==> src/core/ecl_regs.vh <==
`ifndef ECL_REGS_VH
`define ECL_REGS_VH
// Instruction codes
`define ECL_OP_RT_MAX      8'h7f
`define ECL_OP_COND_BASE   8'hb0
`define ECL_OP_COND_HI     4'hb
`define ECL_OP_PAUSE       8'hfe
`define ECL_OP_EOD         8'hff
// Condition map and condition id reset values
`define ECL_MAP_RST        16'h0000
`define ECL_ID_RST         4'h0
// Arbitration timeout, in SCL cycles
`define ECL_ARB_SCL_CYC    8'd255
// Parser states
`define ECL_ST_IDLE        3'd0
`define ECL_ST_OP          3'd1
`define ECL_ST_ADDR_LO     3'd2
`define ECL_ST_ADDR_HI     3'd3
`define ECL_ST_DATA        3'd4
`define ECL_ST_EOD_UP      3'd5
`define ECL_ST_CHK         3'd6
// Arbiter states
`define ECL_AR_IDLE        2'd0
`define ECL_AR_WAIT        2'd1
`define ECL_AR_OWN         2'd2
`endif

==> src/core/ecl_loader.v <==
`timescale 1ns/1ns
`include "ecl_regs.vh"
module ecl_loader (
  // Clock and reset
  input  wire        clk_sys_i,
  input  wire        nrst_i,
  // Control
  input  wire [3:0]  cond_id_i,
  input  wire        start_dl_i,
  input  wire        start_ul_i,
  // Byte stream from the EEPROM reader (download) or sequencer (upload)
  input  wire        byte_vld_i,
  input  wire [7:0]  byte_i,
  output reg         byte_rdy_o,
  // Register-transfer side
  output reg         rt_vld_o,
  output reg  [15:0] rt_addr_o,
  output reg  [7:0]  rt_data_o,
  output reg         rt_exec_o,
  // EEPROM write side (upload)
  output reg         ee_wr_o,
  output reg  [7:0]  ee_wdata_o,
  output reg  [15:0] ee_ptr_o,
  // Status
  output reg         busy_o,
  output reg         paused_o,
  output reg         chk_err_o,
  output reg         done_o,
  output reg         arb_lost_o,
  // I2C pins and bus arbitration
  input  wire        scl_i,
  input  wire        sda_i,
  input  wire        sda_drv_hi_i,
  input  wire        xfer_req_i,
  input  wire        xfer_done_i,
  output reg         bus_grant_o,
  output reg         bus_busy_o
);
  reg  [2:0]  st_reg;
  reg         upl_reg;
  reg         skip_reg;
  reg  [6:0]  cnt_reg;
  reg  [7:0]  sum_reg;
  reg  [3:0]  id_reg;
  reg         scl_m_reg;
  reg         scl_s_reg;
  reg         sda_m_reg;
  reg         sda_s_reg;
  reg         map_clr;
  reg         map_add;
  wire        map_empty;
  wire        map_hit;
  wire        arb_grant;
  wire        arb_lost;
  wire        arb_busy;

  wire        take   = byte_vld_i && byte_rdy_o;
  wire        is_cnd = (byte_i[7:4] == `ECL_OP_COND_HI);
  wire [7:0]  cdiff  = byte_i - `ECL_OP_COND_BASE;
  wire [3:0]  cval   = cdiff[3:0];
  // Run unless an id is set, the map is nonempty and holds no match
  wire        run    = (id_reg == 4'h0) || map_empty || map_hit;

  ecl_cond_map u_map (
    .clk_sys_i (clk_sys_i),
    .nrst_i    (nrst_i),
    .clear_i   (map_clr),
    .add_i     (map_add),
    .value_i   (cval),
    .id_i      (id_reg),
    .empty_o   (map_empty),
    .hit_o     (map_hit)
  );

  // Pin levels pass two flops before the arbiter sees them
  always @(posedge clk_sys_i) begin
    if (!nrst_i) begin
      scl_m_reg <= 1'b1;
      scl_s_reg <= 1'b1;
      sda_m_reg <= 1'b1;
      sda_s_reg <= 1'b1;
    end else begin
      scl_m_reg <= scl_i;
      scl_s_reg <= scl_m_reg;
      sda_m_reg <= sda_i;
      sda_s_reg <= sda_m_reg;
    end
  end

  // Shared EEPROM on a dedicated or multi-master bus
  ecl_bus_arb u_arb (
    .clk_sys_i    (clk_sys_i),
    .nrst_i       (nrst_i),
    .scl_s_i      (scl_s_reg),
    .sda_s_i      (sda_s_reg),
    .sda_drv_hi_i (sda_drv_hi_i),
    .own_active_i (bus_grant_o),
    .req_i        (xfer_req_i),
    .done_i       (xfer_done_i),
    .grant_o      (arb_grant),
    .lost_o       (arb_lost),
    .busy_o       (arb_busy)
  );

  always @(posedge clk_sys_i) begin
    if (!nrst_i) begin
      bus_grant_o <= 1'b0;
      bus_busy_o  <= 1'b0;
      arb_lost_o  <= 1'b0;
    end else begin
      bus_grant_o <= arb_grant;
      bus_busy_o  <= arb_busy;
      arb_lost_o  <= arb_lost;
    end
  end

  // Map updates only on conditional codes during download
  always @* begin
    map_clr = 1'b0;
    map_add = 1'b0;
    if (take && st_reg == `ECL_ST_OP && !upl_reg && is_cnd) begin
      map_clr = (cval == 4'h0);
      map_add = (cval != 4'h0);
    end
  end

  always @(posedge clk_sys_i) begin
    if (!nrst_i) begin
      st_reg     <= `ECL_ST_IDLE;
      upl_reg    <= 1'b0;
      skip_reg   <= 1'b0;
      cnt_reg    <= 7'h00;
      sum_reg    <= 8'h00;
      id_reg     <= `ECL_ID_RST;
      byte_rdy_o <= 1'b0;
      rt_vld_o   <= 1'b0;
      rt_addr_o  <= 16'h0000;
      rt_data_o  <= 8'h00;
      rt_exec_o  <= 1'b0;
      ee_wr_o    <= 1'b0;
      ee_wdata_o <= 8'h00;
      ee_ptr_o   <= 16'h0000;
      busy_o     <= 1'b0;
      paused_o   <= 1'b0;
      chk_err_o  <= 1'b0;
      done_o     <= 1'b0;
    end else begin
      rt_vld_o <= 1'b0;
      ee_wr_o  <= 1'b0;
      done_o   <= 1'b0;
      if (ee_wr_o) begin
        ee_ptr_o <= ee_ptr_o + 16'h0001;
      end
      case (st_reg)
        `ECL_ST_IDLE: begin
          byte_rdy_o <= 1'b0;
          if (start_dl_i || start_ul_i) begin
            // Id captured at start; software sets it beforehand
            id_reg     <= cond_id_i;
            upl_reg    <= start_ul_i && !start_dl_i;
            skip_reg   <= 1'b0;
            busy_o     <= 1'b1;
            byte_rdy_o <= 1'b1;
            st_reg     <= `ECL_ST_OP;
            if (!paused_o) begin
              sum_reg <= 8'h00;
            end
            paused_o   <= 1'b0;
            chk_err_o  <= 1'b0;
          end
        end
        `ECL_ST_OP: begin
          if (take) begin
            // Pause is never stored, so it stays out of the upload checksum
            if (!(upl_reg && byte_i == `ECL_OP_PAUSE)) begin
              sum_reg <= sum_reg + byte_i;
            end
            if (upl_reg) begin
              ee_wr_o    <= (byte_i != `ECL_OP_PAUSE);
              ee_wdata_o <= byte_i;
            end
            if (byte_i <= `ECL_OP_RT_MAX) begin
              cnt_reg   <= byte_i[6:0];
              rt_exec_o <= upl_reg || (run && !skip_reg);
              st_reg    <= `ECL_ST_ADDR_LO;
            end else if (is_cnd && !upl_reg) begin
              // Zero or matching value ends a skip
              if (cval == 4'h0 || cval == id_reg) begin
                skip_reg <= 1'b0;
              end else if (id_reg != 4'h0 && !map_hit) begin
                skip_reg <= 1'b1;
              end
            end else if (byte_i == `ECL_OP_PAUSE && upl_reg) begin
              // Pointer kept for a resumed upload
              paused_o   <= 1'b1;
              busy_o     <= 1'b0;
              byte_rdy_o <= 1'b0;
              st_reg     <= `ECL_ST_IDLE;
            end else if (byte_i == `ECL_OP_EOD) begin
              byte_rdy_o <= !upl_reg;
              st_reg     <= upl_reg ? `ECL_ST_EOD_UP : `ECL_ST_CHK;
            end
          end
        end
        `ECL_ST_ADDR_LO: begin
          if (take) begin
            sum_reg         <= sum_reg + byte_i;
            rt_addr_o[7:0]  <= byte_i;
            ee_wr_o         <= upl_reg;
            ee_wdata_o      <= byte_i;
            st_reg          <= `ECL_ST_ADDR_HI;
          end
        end
        `ECL_ST_ADDR_HI: begin
          if (take) begin
            sum_reg         <= sum_reg + byte_i;
            rt_addr_o[15:8] <= byte_i;
            ee_wr_o         <= upl_reg;
            ee_wdata_o      <= byte_i;
            st_reg          <= `ECL_ST_DATA;
          end
        end
        `ECL_ST_DATA: begin
          if (take) begin
            sum_reg    <= sum_reg + byte_i;
            rt_vld_o   <= rt_exec_o;
            rt_data_o  <= byte_i;
            ee_wr_o    <= upl_reg;
            ee_wdata_o <= byte_i;
            cnt_reg    <= cnt_reg - 7'h01;
            if (cnt_reg == 7'h00) begin
              st_reg <= `ECL_ST_OP;
            end
          end
          if (rt_vld_o) begin
            rt_addr_o <= rt_addr_o + 16'h0001;
          end
        end
        `ECL_ST_EOD_UP: begin
          // Checksum follows the end code, then pointer back to zero
          if (!ee_wr_o) begin
            ee_wr_o    <= 1'b1;
            ee_wdata_o <= ~sum_reg + 8'h01;
            st_reg     <= `ECL_ST_CHK;
          end
        end
        `ECL_ST_CHK: begin
          if (upl_reg) begin
            if (ee_wr_o) begin
              st_reg <= `ECL_ST_IDLE;
              busy_o <= 1'b0;
              done_o <= 1'b1;
            end
          end else if (take) begin
            // Stored byte makes the running sum zero when intact
            chk_err_o  <= ((sum_reg + byte_i) != 8'h00);
            byte_rdy_o <= 1'b0;
            busy_o     <= 1'b0;
            done_o     <= 1'b1;
            st_reg     <= `ECL_ST_IDLE;
          end
        end
        default: begin
          st_reg <= `ECL_ST_IDLE;
        end
      endcase
      if (st_reg == `ECL_ST_CHK && (upl_reg ? ee_wr_o : take)) begin
        ee_ptr_o <= 16'h0000;
      end
    end
  end
endmodule // ecl_loader

==> src/core/ecl_cond_map.v <==
`timescale 1ns/1ns
`include "ecl_regs.vh"
module ecl_cond_map (
  // Clock and reset
  input  wire        clk_sys_i,
  input  wire        nrst_i,
  // Map update
  input  wire        clear_i,
  input  wire        add_i,
  input  wire [3:0]  value_i,
  input  wire [3:0]  id_i,
  // Lookup
  output wire        empty_o,
  output wire        hit_o
);
  reg  [15:0] map_reg;
  wire [15:0] map_next;

  // One flop per condition value so several can stand at once
  genvar g;
  generate
    for (g = 1; g < 16; g = g + 1) begin : g_map
      assign map_next[g] = clear_i ? 1'b0 : (map_reg[g] | (add_i && value_i == g));
    end
  endgenerate
  assign map_next[0] = 1'b0;

  always @(posedge clk_sys_i) begin
    if (!nrst_i) begin
      map_reg <= `ECL_MAP_RST;
    end else begin
      map_reg <= map_next;
    end
  end

  assign empty_o = (map_reg == `ECL_MAP_RST);
  assign hit_o   = map_reg[id_i];
endmodule // ecl_cond_map

==> src/core/ecl_bus_arb.v <==
`timescale 1ns/1ns
`include "ecl_regs.vh"
module ecl_bus_arb (
  // Clock and reset
  input  wire        clk_sys_i,
  input  wire        nrst_i,
  // Synchronised bus levels
  input  wire        scl_s_i,
  input  wire        sda_s_i,
  input  wire        sda_drv_hi_i,
  input  wire        own_active_i,
  // Request side
  input  wire        req_i,
  input  wire        done_i,
  output reg         grant_o,
  output reg         lost_o,
  output reg         busy_o
);
  reg [1:0] st_reg;
  reg       scl_d_reg;
  reg       sda_d_reg;
  reg [7:0] tmr_reg;

  wire start_ev = scl_s_i && scl_d_reg && sda_d_reg && !sda_s_i;
  wire stop_ev  = scl_s_i && scl_d_reg && !sda_d_reg && sda_s_i;
  wire scl_rise = scl_s_i && !scl_d_reg;
  wire tmo      = (tmr_reg == `ECL_ARB_SCL_CYC);

  always @(posedge clk_sys_i) begin
    if (!nrst_i) begin
      st_reg    <= `ECL_AR_IDLE;
      scl_d_reg <= 1'b1;
      sda_d_reg <= 1'b1;
      tmr_reg   <= 8'h00;
      grant_o   <= 1'b0;
      lost_o    <= 1'b0;
      busy_o    <= 1'b0;
    end else begin
      scl_d_reg <= scl_s_i;
      sda_d_reg <= sda_s_i;
      lost_o    <= 1'b0;
      // Bus busy tracked from start and stop seen on the lines
      if (start_ev && !own_active_i) begin
        busy_o <= 1'b1;
      end else if (stop_ev) begin
        busy_o <= 1'b0;
      end
      case (st_reg)
        `ECL_AR_IDLE: begin
          if (req_i) begin
            // SCL low or bus busy before start: postpone
            if (busy_o || !scl_s_i || start_ev) begin
              st_reg  <= `ECL_AR_WAIT;
              tmr_reg <= 8'h00;
            end else begin
              st_reg  <= `ECL_AR_OWN;
              grant_o <= 1'b1;
            end
          end
        end
        `ECL_AR_WAIT: begin
          if (!req_i) begin
            // Request withdrawn: never grant a bus nobody asked
            st_reg  <= `ECL_AR_IDLE;
            tmr_reg <= 8'h00;
          end else if (stop_ev || tmo) begin
            // Retry on stop, or force after timeout
            tmr_reg <= 8'h00;
            if (scl_s_i && (stop_ev || !busy_o || tmo)) begin
              st_reg  <= `ECL_AR_OWN;
              grant_o <= 1'b1;
              busy_o  <= 1'b0;
            end
          end else if (!busy_o && scl_s_i && scl_d_reg && sda_s_i) begin
            // Postponed only for a low clock; bus idle again
            st_reg  <= `ECL_AR_OWN;
            grant_o <= 1'b1;
          end else if (scl_rise) begin
            tmr_reg <= tmr_reg + 8'h01;
          end
        end
        `ECL_AR_OWN: begin
          if (sda_drv_hi_i && !sda_s_i && scl_s_i) begin
            // Another master holds SDA low: drop at once
            grant_o <= 1'b0;
            lost_o  <= 1'b1;
            st_reg  <= `ECL_AR_WAIT;
            tmr_reg <= 8'h00;
          end else if (done_i) begin
            grant_o <= 1'b0;
            st_reg  <= `ECL_AR_IDLE;
          end
        end
        default: begin
          st_reg  <= `ECL_AR_IDLE;
          grant_o <= 1'b0;
        end
      endcase
    end
  end
endmodule // ecl_bus_arb

==> config.mk <==
export PLATFORM = sky130hd
export DESIGN_NAME = ecl_loader
export DESIGN_NICKNAME = d
export VERILOG_FILES = /design/src/core/ecl_loader.v /design/src/core/ecl_cond_map.v /design/src/core/ecl_bus_arb.v
export VERILOG_INCLUDE_DIRS = /design/src /design/src/core
export SDC_FILE = /design/constraint.sdc
export NUM_CORES = 1
export LEC_CHECK = 0
export BUFFER_PORTS_ARGS = -buffer_cell sky130_fd_sc_hd__buf_2
export CAP_MARGIN = 0
export CORE_MARGIN = 4
export CORE_UTILIZATION = 40
export DETAILED_ROUTE_END_ITERATION = 10
export GPL_TIMING_DRIVEN = 0
export PLACE_DENSITY = 0.7
export SYNTH_ARGS = -nofsm -noshare
export SYNTH_HDL_FRONTEND = slang
export SYNTH_SLANG_ARGS = --single-unit
==> constraint.sdc <==
create_clock -name clk_sys_i -period 2.8 [get_ports clk_sys_i]
set_input_delay 0.84 -clock clk_sys_i [delete_from_list [all_inputs] [get_ports clk_sys_i]]
set_output_delay 0.84 -clock clk_sys_i [all_outputs]
set_load 0.01 [all_outputs]
==> results of run 1 <==
synth_stat cells, types with 9 or more instances:
master      n  area, sq um
clkbuf_1   27          101
buf_2      12         60.1
ha_1       13          163
nand4_1    10         62.6
a21oi_1    69          345
nor2_1     90          338
nand2b_1   13         81.3
xor2_1     19          166
o31ai_1    11         82.6
nor3_1     23          115
xnor2_1    11         96.3
and3_1      9         56.3
nand3_1    29          145
a31oi_1    13         81.3
a211oi_1    9         67.6
inv_1      18         67.6
o211ai_1   16          120
o21ai_0    29          145
dfxtp_1   117         2340
nor4_1     11         68.8
nand2_1    71          267
stage by stage:
step	instances	setup WS, ns	TNS, ns	power, W	utilization [%]
final	1100	0.276	0	0.00621	49.7
after global placement	1068	-0.0544	-0.0544	0.00383	45.6
after global routing	1100	0.0602	0	0.00656	49.7
after detailed placement	1068	-0.0222	-0.0680	0.00385	45.6
after floorplan	777	0.427	0	0.00337	-
after CTS	1100	0.353	0	0.00619	49.7
cell type report:
type / count / area (sq um) / area share, %
buffer: 45 / 196 / 2.58
clock inverter: 13 / 180 / 2.37
tap: 211 / 264 / 3.47
multi-input combinational: 597 / 3710 / 48.7
sequential: 117 / 2340 / 30.8
clock buffer: 19 / 453 / 5.95
inverter: 18 / 67.6 / 0.887
timing repair buffer: 80 / 400 / 5.26
placed cells by master (no fill, tap or decap), types with 7 or more instances in the layout:
cell type  instances
xnor2_1           11
a211oi_1           9
clkbuf_16         17
nand4_1           10
buf_2             92
o31ai_1           11
inv_1             18
and3_1             9
nor3_1            23
a21oi_1           69
mux2i_1            7
xor2_1            19
clkbuf_1          27
o21ai_0           29
o211ai_1          16
nand3b_1           7
a31oi_1           13
dfxtp_1          117
nor4_1            11
o211a_1            7
nor2_1            90
nand3_1           29
nand2b_1          13
nand2_1           71
ha_1              13
power groups by stage:
| stage | sequential [W] | clock (W) | combinational [W] |
|---|---|---|---|
| 6_report | 0.00198 | 0.00234 | 0.00188 |
| 4_1_cts | 0.00198 | 0.00236 | 0.00185 |
| 2_1_floorplan | 0.00198 | 0 | 0.00139 |
| 5_1_grt | 0.00200 | 0.00244 | 0.00212 |
| 3_5_place_dp | 0.00201 | 0 | 0.00184 |
| 3_3_place_gp | 0.00201 | 0 | 0.00182 |
worst max path at each step:
| stage | start | endpoint | slack (ns) | cells past startpoint |
|---|---|---|---|---|
| global placement | byte_i[7] | busy_o$_SDFFE_PN0P_ | -0.05 | 7 |
| CTS | byte_i[7] | busy_o$_SDFFE_PN0P_ | 0.35 | 7 |
| finish | byte_i[7] | busy_o$_SDFFE_PN0P_ | 0.28 | 7 |
| detailed placement | byte_i[1] | sum_reg[5]$_SDFFE_PN0P_ | -0.02 | 7 |
| global route | byte_i[7] | busy_o$_SDFFE_PN0P_ | 0.06 | 7 |
| floorplan | byte_i[0] | chk_err_o$_SDFFE_PN0P_ | 0.43 | 7 |
per-layer routing:
metal	share of wire (%)	global-route usage, %	vias up
li1	-	-	3070
met1	45	28.2	2980
met2	45	33.0	292
met3	7.3	5.63	63
met4	3.2	9.31	0
met5	0	0	-
worst max-delay path, delay by kind of cell:
family,cells,cell delay [ns]
AND/OR/NAND/NOR,3,0.71
buffers and inverters,2,0.67
AO/OA/AOI/OAI,2,0.59
logic make-up (layout without fill, tap and decap cells):
family,Yosys count,count (layout),synth area share (%)
simple gates,320,320,25.7
compound gates,222,222,23.6
flops,117,117,37.1
buf+inv,63,175,4.18
xor+xnor,30,30,4.16
fa+ha+maj,14,14,2.89
mux,11,11,2.36
==> flow_summary.yaml, run 1 <==
floorplanning:
  die_h_microns: 134
  initial_core_util_pct: 41.3
  ios: 81
  core_sq_um: 15300
  die_area_sq_um: 17900
  die_w_microns: 134
  rows: 45
timing:
  min_period_ns: 2.52
  maxSlewViolCount: 0
  hold_violations: 0
  setup_viol: 0
  rsz0062_at_grt: "no"
  finClkSkew_ns: 0.00802
  slew_headroom_pct: 40.3
  tightest_slew_ns: 0.888
  fmax_ghz: 0.396
  fin_crit_sh_pct: 90.2
  worst_hold_slack_ns: 0.409
clock_tree:
  root_buffer: "clkbuf_16"
  cts_buffer_depth: 2
  post_cts_buffers: 0
  cts_tree: "done"
  cts_buffers: 17
  cts_sinks: 117
  ctsResizeCount: 0
  cts_max_level: 4
  path_clk_slew_ns: 0.06
  postCtsHoldBufs: 0
  worstSkewPairLatency_ns: 0.42
outcome:
  status: "finished, final reports clean"
setup_path:
  reg2reg_to: "ee_ptr_o[9]$_SDFFE_PP0P_"
  cp_max_fo: 10
  start_kind: "input port"
  reg2reg_depth: 7
  required_ns: 3.09
  cp-end-kind: "flip-flop"
  regToRegStartpoint: "ee_wr_o$_SDFF_PN0_"
  cp_common_cell: "nor2_1"
  slowest_delay_ns: 0.54
  reg2reg_slack_ns: 0.42
  critical_path_class: "in2reg"
  cp.arrival_ns: 2.82
  crit_chain: "buf_2 > clkbuf_1 > or3b_2 > a21oi_1 > nor2_1 > a2111oi_0 > nor2_1"
  cpMaxStageDelayCell: "clkbuf_1"
synthesis:
  async_flop_share_pct: 0
  ys.flop_type: "dfxtp_1"
  ys_ff_latch: 117
  syn_avg_cell_area_sq_um: 8.13
  syn_inst: 777
  synth_edf_count: 0
  yosysUniqueCellTypes: 76
  yosys_warnings: 0
  netlist_area_sq_um: 6320
  synth_fp_nets: 813
  yosysSeqAreaShare_pct: 37.1
pwr:
  sw_frac_of_total_pct: 34.7
  ir_drop_v: 0.000569
  clkPwrFrac_pct: 37.7
  powerDensity_nw_per_um2: 816
  seq_power_share_pct: 31.9
  power.internal_w: 0.00406
  p_leak_nw: 3.04
  p_switching_w: 0.00215
  power_frac_comb_pct: 30.3
flow_run:
  drv_cap: 0
worst_hold_path:
  min_path_cells: 1
  min-delay-start: "scl_m_reg$_SDFF_PN1_"
  hp-class: "reg2reg"
  worst_hold_path.endpoint: "scl_s_reg$_SDFF_PN1_"
layout:
  nets: 912
  fillers: 1544
  syn2layout_area_growth_pct: 20.5
  layout-drive-gt1-share_pct: 17.5
  final_area_sq_um: 7620
  n_antenna_cell: 0
place:
  dp_hpwl_microns: 13200
  placed_cell_area_sq_um: 6980
  io_buffer_count: 80
  place_congestion: 0.928
global_route:
  grt_usage_pct: 21.4
  grt_max_degree: 17
  overflow: 0
  first_global_vias: 6026
  grt_pass1_wl_microns: 31000
  antenna_found_initial: 0
drt:
  finalWirelength_microns: 19000
  first_pass_iters: 5
  post_drt_via_cell_ratio: 5.82
  final_antenna_net_count: 0
  drt-initial-drc-count: 673
  drcViolationCount: 0
  wl_per_cell_microns: 17.2
  routed-via-count: 6405
(Power assumes the default switching activity.)
==> run 2: changes to the inputs <==
--- a/config.mk
+++ b/config.mk
@@ -6,13 +6,13 @@
 export SDC_FILE = /design/constraint.sdc
 export NUM_CORES = 1
 export LEC_CHECK = 0
-export BUFFER_PORTS_ARGS = -buffer_cell sky130_fd_sc_hd__buf_2
 export CAP_MARGIN = 0
 export CORE_MARGIN = 4
 export CORE_UTILIZATION = 40
 export DETAILED_ROUTE_END_ITERATION = 10
+export DONT_BUFFER_PORTS = 1
 export GPL_TIMING_DRIVEN = 0
-export PLACE_DENSITY = 0.7
+export PLACE_DENSITY = 0.65
 export SYNTH_ARGS = -nofsm -noshare
 export SYNTH_HDL_FRONTEND = slang
 export SYNTH_SLANG_ARGS = --single-unit
==> flow_summary.yaml, run 2 (same netlist as run 1, synthesis figures left out) <==
clock_tree:
  cts_sinks: 117
  cts_tree: "done"
  post_cts_buffers: 0
  path_clk_slew_ns: 0.06
  ctsResizeCount: 0
  root_buffer: "clkbuf_16"
  cts_buffer_depth: 2
  cts_buffers: 17
  cts_max_level: 4
  postCtsHoldBufs: 0
  worstSkewPairLatency_ns: 0.42
floorplanning:
  initial_core_util_pct: 41.3
  rows: 45
  ios: 81
  die_w_microns: 134
  core_sq_um: 15300
  die_h_microns: 134
  die_area_sq_um: 17900
timing:
  rsz0062_at_grt: "no"
  maxSlewViolCount: 0
  fin_crit_sh_pct: 84.0
  slew_headroom_pct: 38.0
  hold_violations: 0
  setup_viol: 0
  fmax_ghz: 0.425
  min_period_ns: 2.35
  finClkSkew_ns: 0.00905
  tightest_slew_ns: 0.923
  worst_hold_slack_ns: 0.414
  setup_tns_ns: 0
  fin_ws_ns: 0.449
pwr:
  clkPwrFrac_pct: 37.5
  sw_frac_of_total_pct: 34.2
  powerDensity_nw_per_um2: 843
  p_leak_nw: 2.62
  power_frac_comb_pct: 29.2
  ir_drop_v: 0.000577
  seq_power_share_pct: 33.3
  p_switching_w: 0.00207
  power.internal_w: 0.00399
drt:
  drcViolationCount: 0
  wl_per_cell_microns: 18.0
  finalWirelength_microns: 18300
  post_drt_via_cell_ratio: 5.82
  drt-initial-drc-count: 459
  routed-via-count: 5929
  final_antenna_net_count: 0
  first_pass_iters: 6
layout:
  fin_util_pct: 46.9
  layout-drive-gt1-share_pct: 8.80
  fillers: 1578
  final_common_cell: "dfxtp_1"
  n_antenna_cell: 0
  syn2layout_area_growth_pct: 13.7
  nets: 832
  final_cell_mix: "dfxtp_1 (117), nor2_1 (90), nand2_1 (71)"
  final_cell_count_no_fill: 1018
global_route:
  grt_max_degree: 17
  grt_pass1_wl_microns: 29300
  grt_usage_pct: 20.4
  overflow: 0
  antenna_found_initial: 0
  first_global_vias: 5491
setup_path:
  critical_path.startpoint: "ee_wr_o$_SDFF_PN0_"
  cp-endpoint: "ee_ptr_o[10]$_SDFFE_PP0P_"
  reg2reg_to: "ee_ptr_o[10]$_SDFFE_PP0P_"
  cp_max_fo: 10
  cp-end-kind: "flip-flop"
  cp.arrival_ns: 2.64
  reg2reg_depth: 7
  required_ns: 3.09
  critical_path_class: "reg2reg"
  regToRegStartpoint: "ee_wr_o$_SDFF_PN0_"
  reg2reg_slack_ns: 0.45
  start_kind: "flip-flop"
place:
  io_buffer_count: 0
  dp_hpwl_microns: 13200
  place_congestion: 0.917
  pre_cts_ws_ns: 0.0832
  placed_cells: 988
worst_hold_path:
  hp-class: "reg2reg"
  min-delay-start: "scl_m_reg$_SDFF_PN1_"
flow_run:
  drv_cap: 0
outcome:
  status: "finished, final reports clean"
run 2: changes by cell type in the layout (fill, tap and decap cells not counted):
cell / change
buf_2: -80
clkinv_2: -2
clkinvlp_4: -1
clkinv_4: -1
clkbuf_1: +3
clkbuf_8: -1
run 2: worst min-delay path by stage:
| stage | end | depth (start not counted) |
|---|---|---|
| CTS | scl_s_reg$_SDFF_PN1_ | 1 |
| floorplan | scl_s_reg$_SDFF_PN1_ | 1 |
| detailed placement | sda_s_reg$_SDFF_PN1_ | 1 |
| global placement | sda_s_reg$_SDFF_PN1_ | 1 |
| global route | scl_s_reg$_SDFF_PN1_ | 1 |
| finish | scl_s_reg$_SDFF_PN1_ | 1 |
run 2: critical path, cell delays in order, from the launching register on:
cell and delay (ns):
dfxtp_1 0.54, buf_1 0.48, nand2_1 0.09, o21ai_0 0.09
inv_1 0.08, o21ai_1 0.44, clkbuf_1 0.41, nor2_1 0.09
run 2: cell type report:
type	instances	area [sq um]	area share [%]
Sequential cell	117	2340	32.6
Inverter	18	67.6	0.940
Clock inverter	9	154	2.14
Tap cell	211	264	3.67
Clock buffer	21	450	6.27
Multi-Input combinational cell	597	3710	51.7
Buffer	45	196	2.73
run 2: per-layer routing:
metal	wire [microns]	global-route usage [%]	part of all wire (%)	up-vias
met5	0	0	0	-
met4	481	7.66	2.6	0
met3	1420	6.61	7.7	40
met2	8310	31.9	45	185
met1	8130	26.4	44	2785
li1	-	-	-	2919
run 2: power by group through the flow:
stage,registers [W],logic [W],clock network (W)
final,0.00202,0.00177,0.00227
after global routing,0.00204,0.00198,0.00238
after CTS,0.00202,0.00175,0.00230
after detailed placement,0.00205,0.00174,0
after global placement,0.00205,0.00173,0
after floorplan,0.00198,0.00139,0
run 2: through the flow:
step	total power (W)	area [sq um]
2_1_floorplan	0.00337	6320
3_3_place_gp	0.00378	6580
3_5_place_dp	0.00379	6580
4_1_cts	0.00606	7190
5_1_grt	0.00640	7190
6_report	0.00606	7190
==> run 3: changes to the inputs <==
--- a/config.mk
+++ b/config.mk
@@ -12,7 +12,7 @@
 export DETAILED_ROUTE_END_ITERATION = 10
 export DONT_BUFFER_PORTS = 1
 export GPL_TIMING_DRIVEN = 0
-export PLACE_DENSITY = 0.65
+export PLACE_DENSITY = 0.67
 export SYNTH_ARGS = -nofsm -noshare
 export SYNTH_HDL_FRONTEND = slang
 export SYNTH_SLANG_ARGS = --single-unit
==> constraint.sdc (replaced) <==
create_clock -name clk_sys_i -period 1.9 [get_ports clk_sys_i]
set_input_delay 0.57 -clock clk_sys_i [delete_from_list [all_inputs] [get_ports clk_sys_i]]
set_output_delay 0.57 -clock clk_sys_i [all_outputs]
set_load 0.01 [all_outputs]
==> flow_summary.yaml, run 3 (same netlist as run 1, synthesis figures left out) <==
layout:
  final_area_sq_um: 7840
  final_common_cell: "dfxtp_1"
  regArea_sq_um: 2370
  fillers: 1466
  syn2layout_area_growth_pct: 24.0
  final_cell_mix: "dfxtp_1 (105), nor2_1 (82), nand2_1 (69)"
  n_antenna_cell: 0
  nets: 856
  multi_input_comb_area_sq_um: 4080
  layout-drive-gt1-share_pct: 21.0
  fin_util_pct: 51.2
clock_tree:
  cts_buffers: 17
  worstSkewPairLatency_ns: 0.41
  postCtsHoldBufs: 0
  root_buffer: "clkbuf_16"
  cts_sinks: 117
  path_clk_slew_ns: 0.05
  cts_max_level: 4
  cts_buffer_depth: 2
  cts_tree: "done"
drt:
  final_antenna_net_count: 0
  wl_per_cell_microns: 18.7
  drcViolationCount: 0
  first_pass_iters: 6
  post_drt_via_cell_ratio: 5.92
  drt-initial-drc-count: 521
  finalWirelength_microns: 19500
  routed-via-count: 6175
floorplanning:
  rows: 45
  initial_core_util_pct: 41.3
  die_w_microns: 134
  die_h_microns: 134
  die_area_sq_um: 17900
  ios: 81
  core_sq_um: 15300
global_route:
  use_met3_pct: 7.21
  top_usage_layer: "met2"
  grt_pass1_wl_microns: 30200
  grt_util_met1_pct: 27.4
  grt_usage_pct: 21.0
  overflow: 0
  global_route.usage.met2_pct: 32.8
  grt_max_degree: 17
  antenna_found_initial: 0
  first_global_vias: 5592
timing:
  worst_hold_slack_ns: 0.251
  finClkSkew_ns: 0.00941
  setup_viol: 1
  tightest_slew_ns: 0.733
  min_period_ns: 1.92
  hold_violations: 0
  rsz0062_at_grt: "yes"
  fmax_ghz: 0.521
  fin_crit_sh_pct: 101
  maxSlewViolCount: 0
  slew_headroom_pct: 51.1
  fin_ws_ns: -0.0193
place:
  place_congestion: 0.891
  placed_cell_area_sq_um: 6660
  dp_hpwl_microns: 13200
  io_buffer_count: 0
pwr:
  p_leak_nw: 2.88
  powerDensity_nw_per_um2: 1210
  power_w: 0.00952
  ir_drop_v: 0.000672
worst_hold_path:
  hp-class: "in2reg"
outcome:
  violations: "setup timing"
  status: "finished with violations"
setup_path:
  critical_path_class: "reg2reg"
  required_ns: 2.23
  cp-end-kind: "flip-flop"
  start_kind: "flip-flop"
  cp.arrival_ns: 2.25
  cp_max_fo: 3
flow_run:
  drv_cap: 0
==> run 3: cell types whose count changed in the layout (fill, tap and decap cells not counted), sizes merged <==
cell      change
clkinv        +4
clkbuf        -4
clkinvlp      -2
buf          +27
==> run 3: worst max-delay path, stage by stage, from the launching register on <==
cell and delay [ns]:
dfxtp_4 0.34, ha_4 0.16, fa_2 0.36, a211oi_4 0.29
buf_4 0.15, o211ai_1 0.10, nand4_1 0.17, o211ai_1 0.11
a21oi_1 0.15
==> run 3: path summary, 6_finish.rpt <==
check,endpoint,startpoint,cells past startpoint,slack (ns)
setup / recovery,sum_reg[6]$_SDFFE_PN0P_,sum_reg[0]$_SDFFE_PN0P_,8,-0.02
hold / removal,upl_reg$_SDFFE_PN0P_,start_dl_i,1,0.25
setup reg to reg,sum_reg[6]$_SDFFE_PN0P_,sum_reg[0]$_SDFFE_PN0P_,8,-0.02
hold reg to reg,scl_s_reg$_SDFF_PN1_,scl_m_reg$_SDFF_PN1_,1,0.41
==> run 3: layout make-up <==
class,instances,area share (%)
tap,211,3.37
multi-input combinational,597,52.1
timing repair buffer,26,2.51
clock buffer,20,5.57
buffer,43,3.35
clock inverter,11,2.03
inverter,18,0.862
sequential,117,30.2
==> run 3: per-stage QoR <==
step | worst slack (ns) | instances | setup TNS [ns]
after detailed placement | -0.642 | 988 | -20.54
after global placement | -0.664 | 988 | -21.16
after CTS | 0.00314 | 1023 | 0
after floorplan | -0.0392 | 777 | -0.0819
final | -0.0193 | 1043 | -0.0193
after global routing | -0.0797 | 1043 | -0.539
==> run 3: metal layers <==
| metal | routed length, microns | vias to the layer above | share of wire, % |
|---|---|---|---|
| li1 | - | 2956 | - |
| met4 | 573 | 0 | 2.9 |
| met2 | 8850 | 261 | 45 |
| met3 | 1820 | 42 | 9.3 |
| met5 | 0 | - | 0 |
| met1 | 8230 | 2916 | 42 |
==> run 3: timing repair <==
| action | CTS | global route |
|---|---|---|
| pin swaps | 3 | 20 |
| setup endpoints to repair | 78 | 85 |
| buffers inserted | 5 | 19 |
| gates cloned | 0 | 2 |
| resized for setup | 44 | 75 |
| hold endpoints to repair | 0 | 0 |
==> run 3: power by group <==
part	total, W	leakage [nW]	internal [W]	switching (W)
logic	0.00317	1.63	0.00136	0.00181
clock network	0.00329	0.297	0.00217	0.00112
registers	0.00306	0.953	0.00270	0.000363
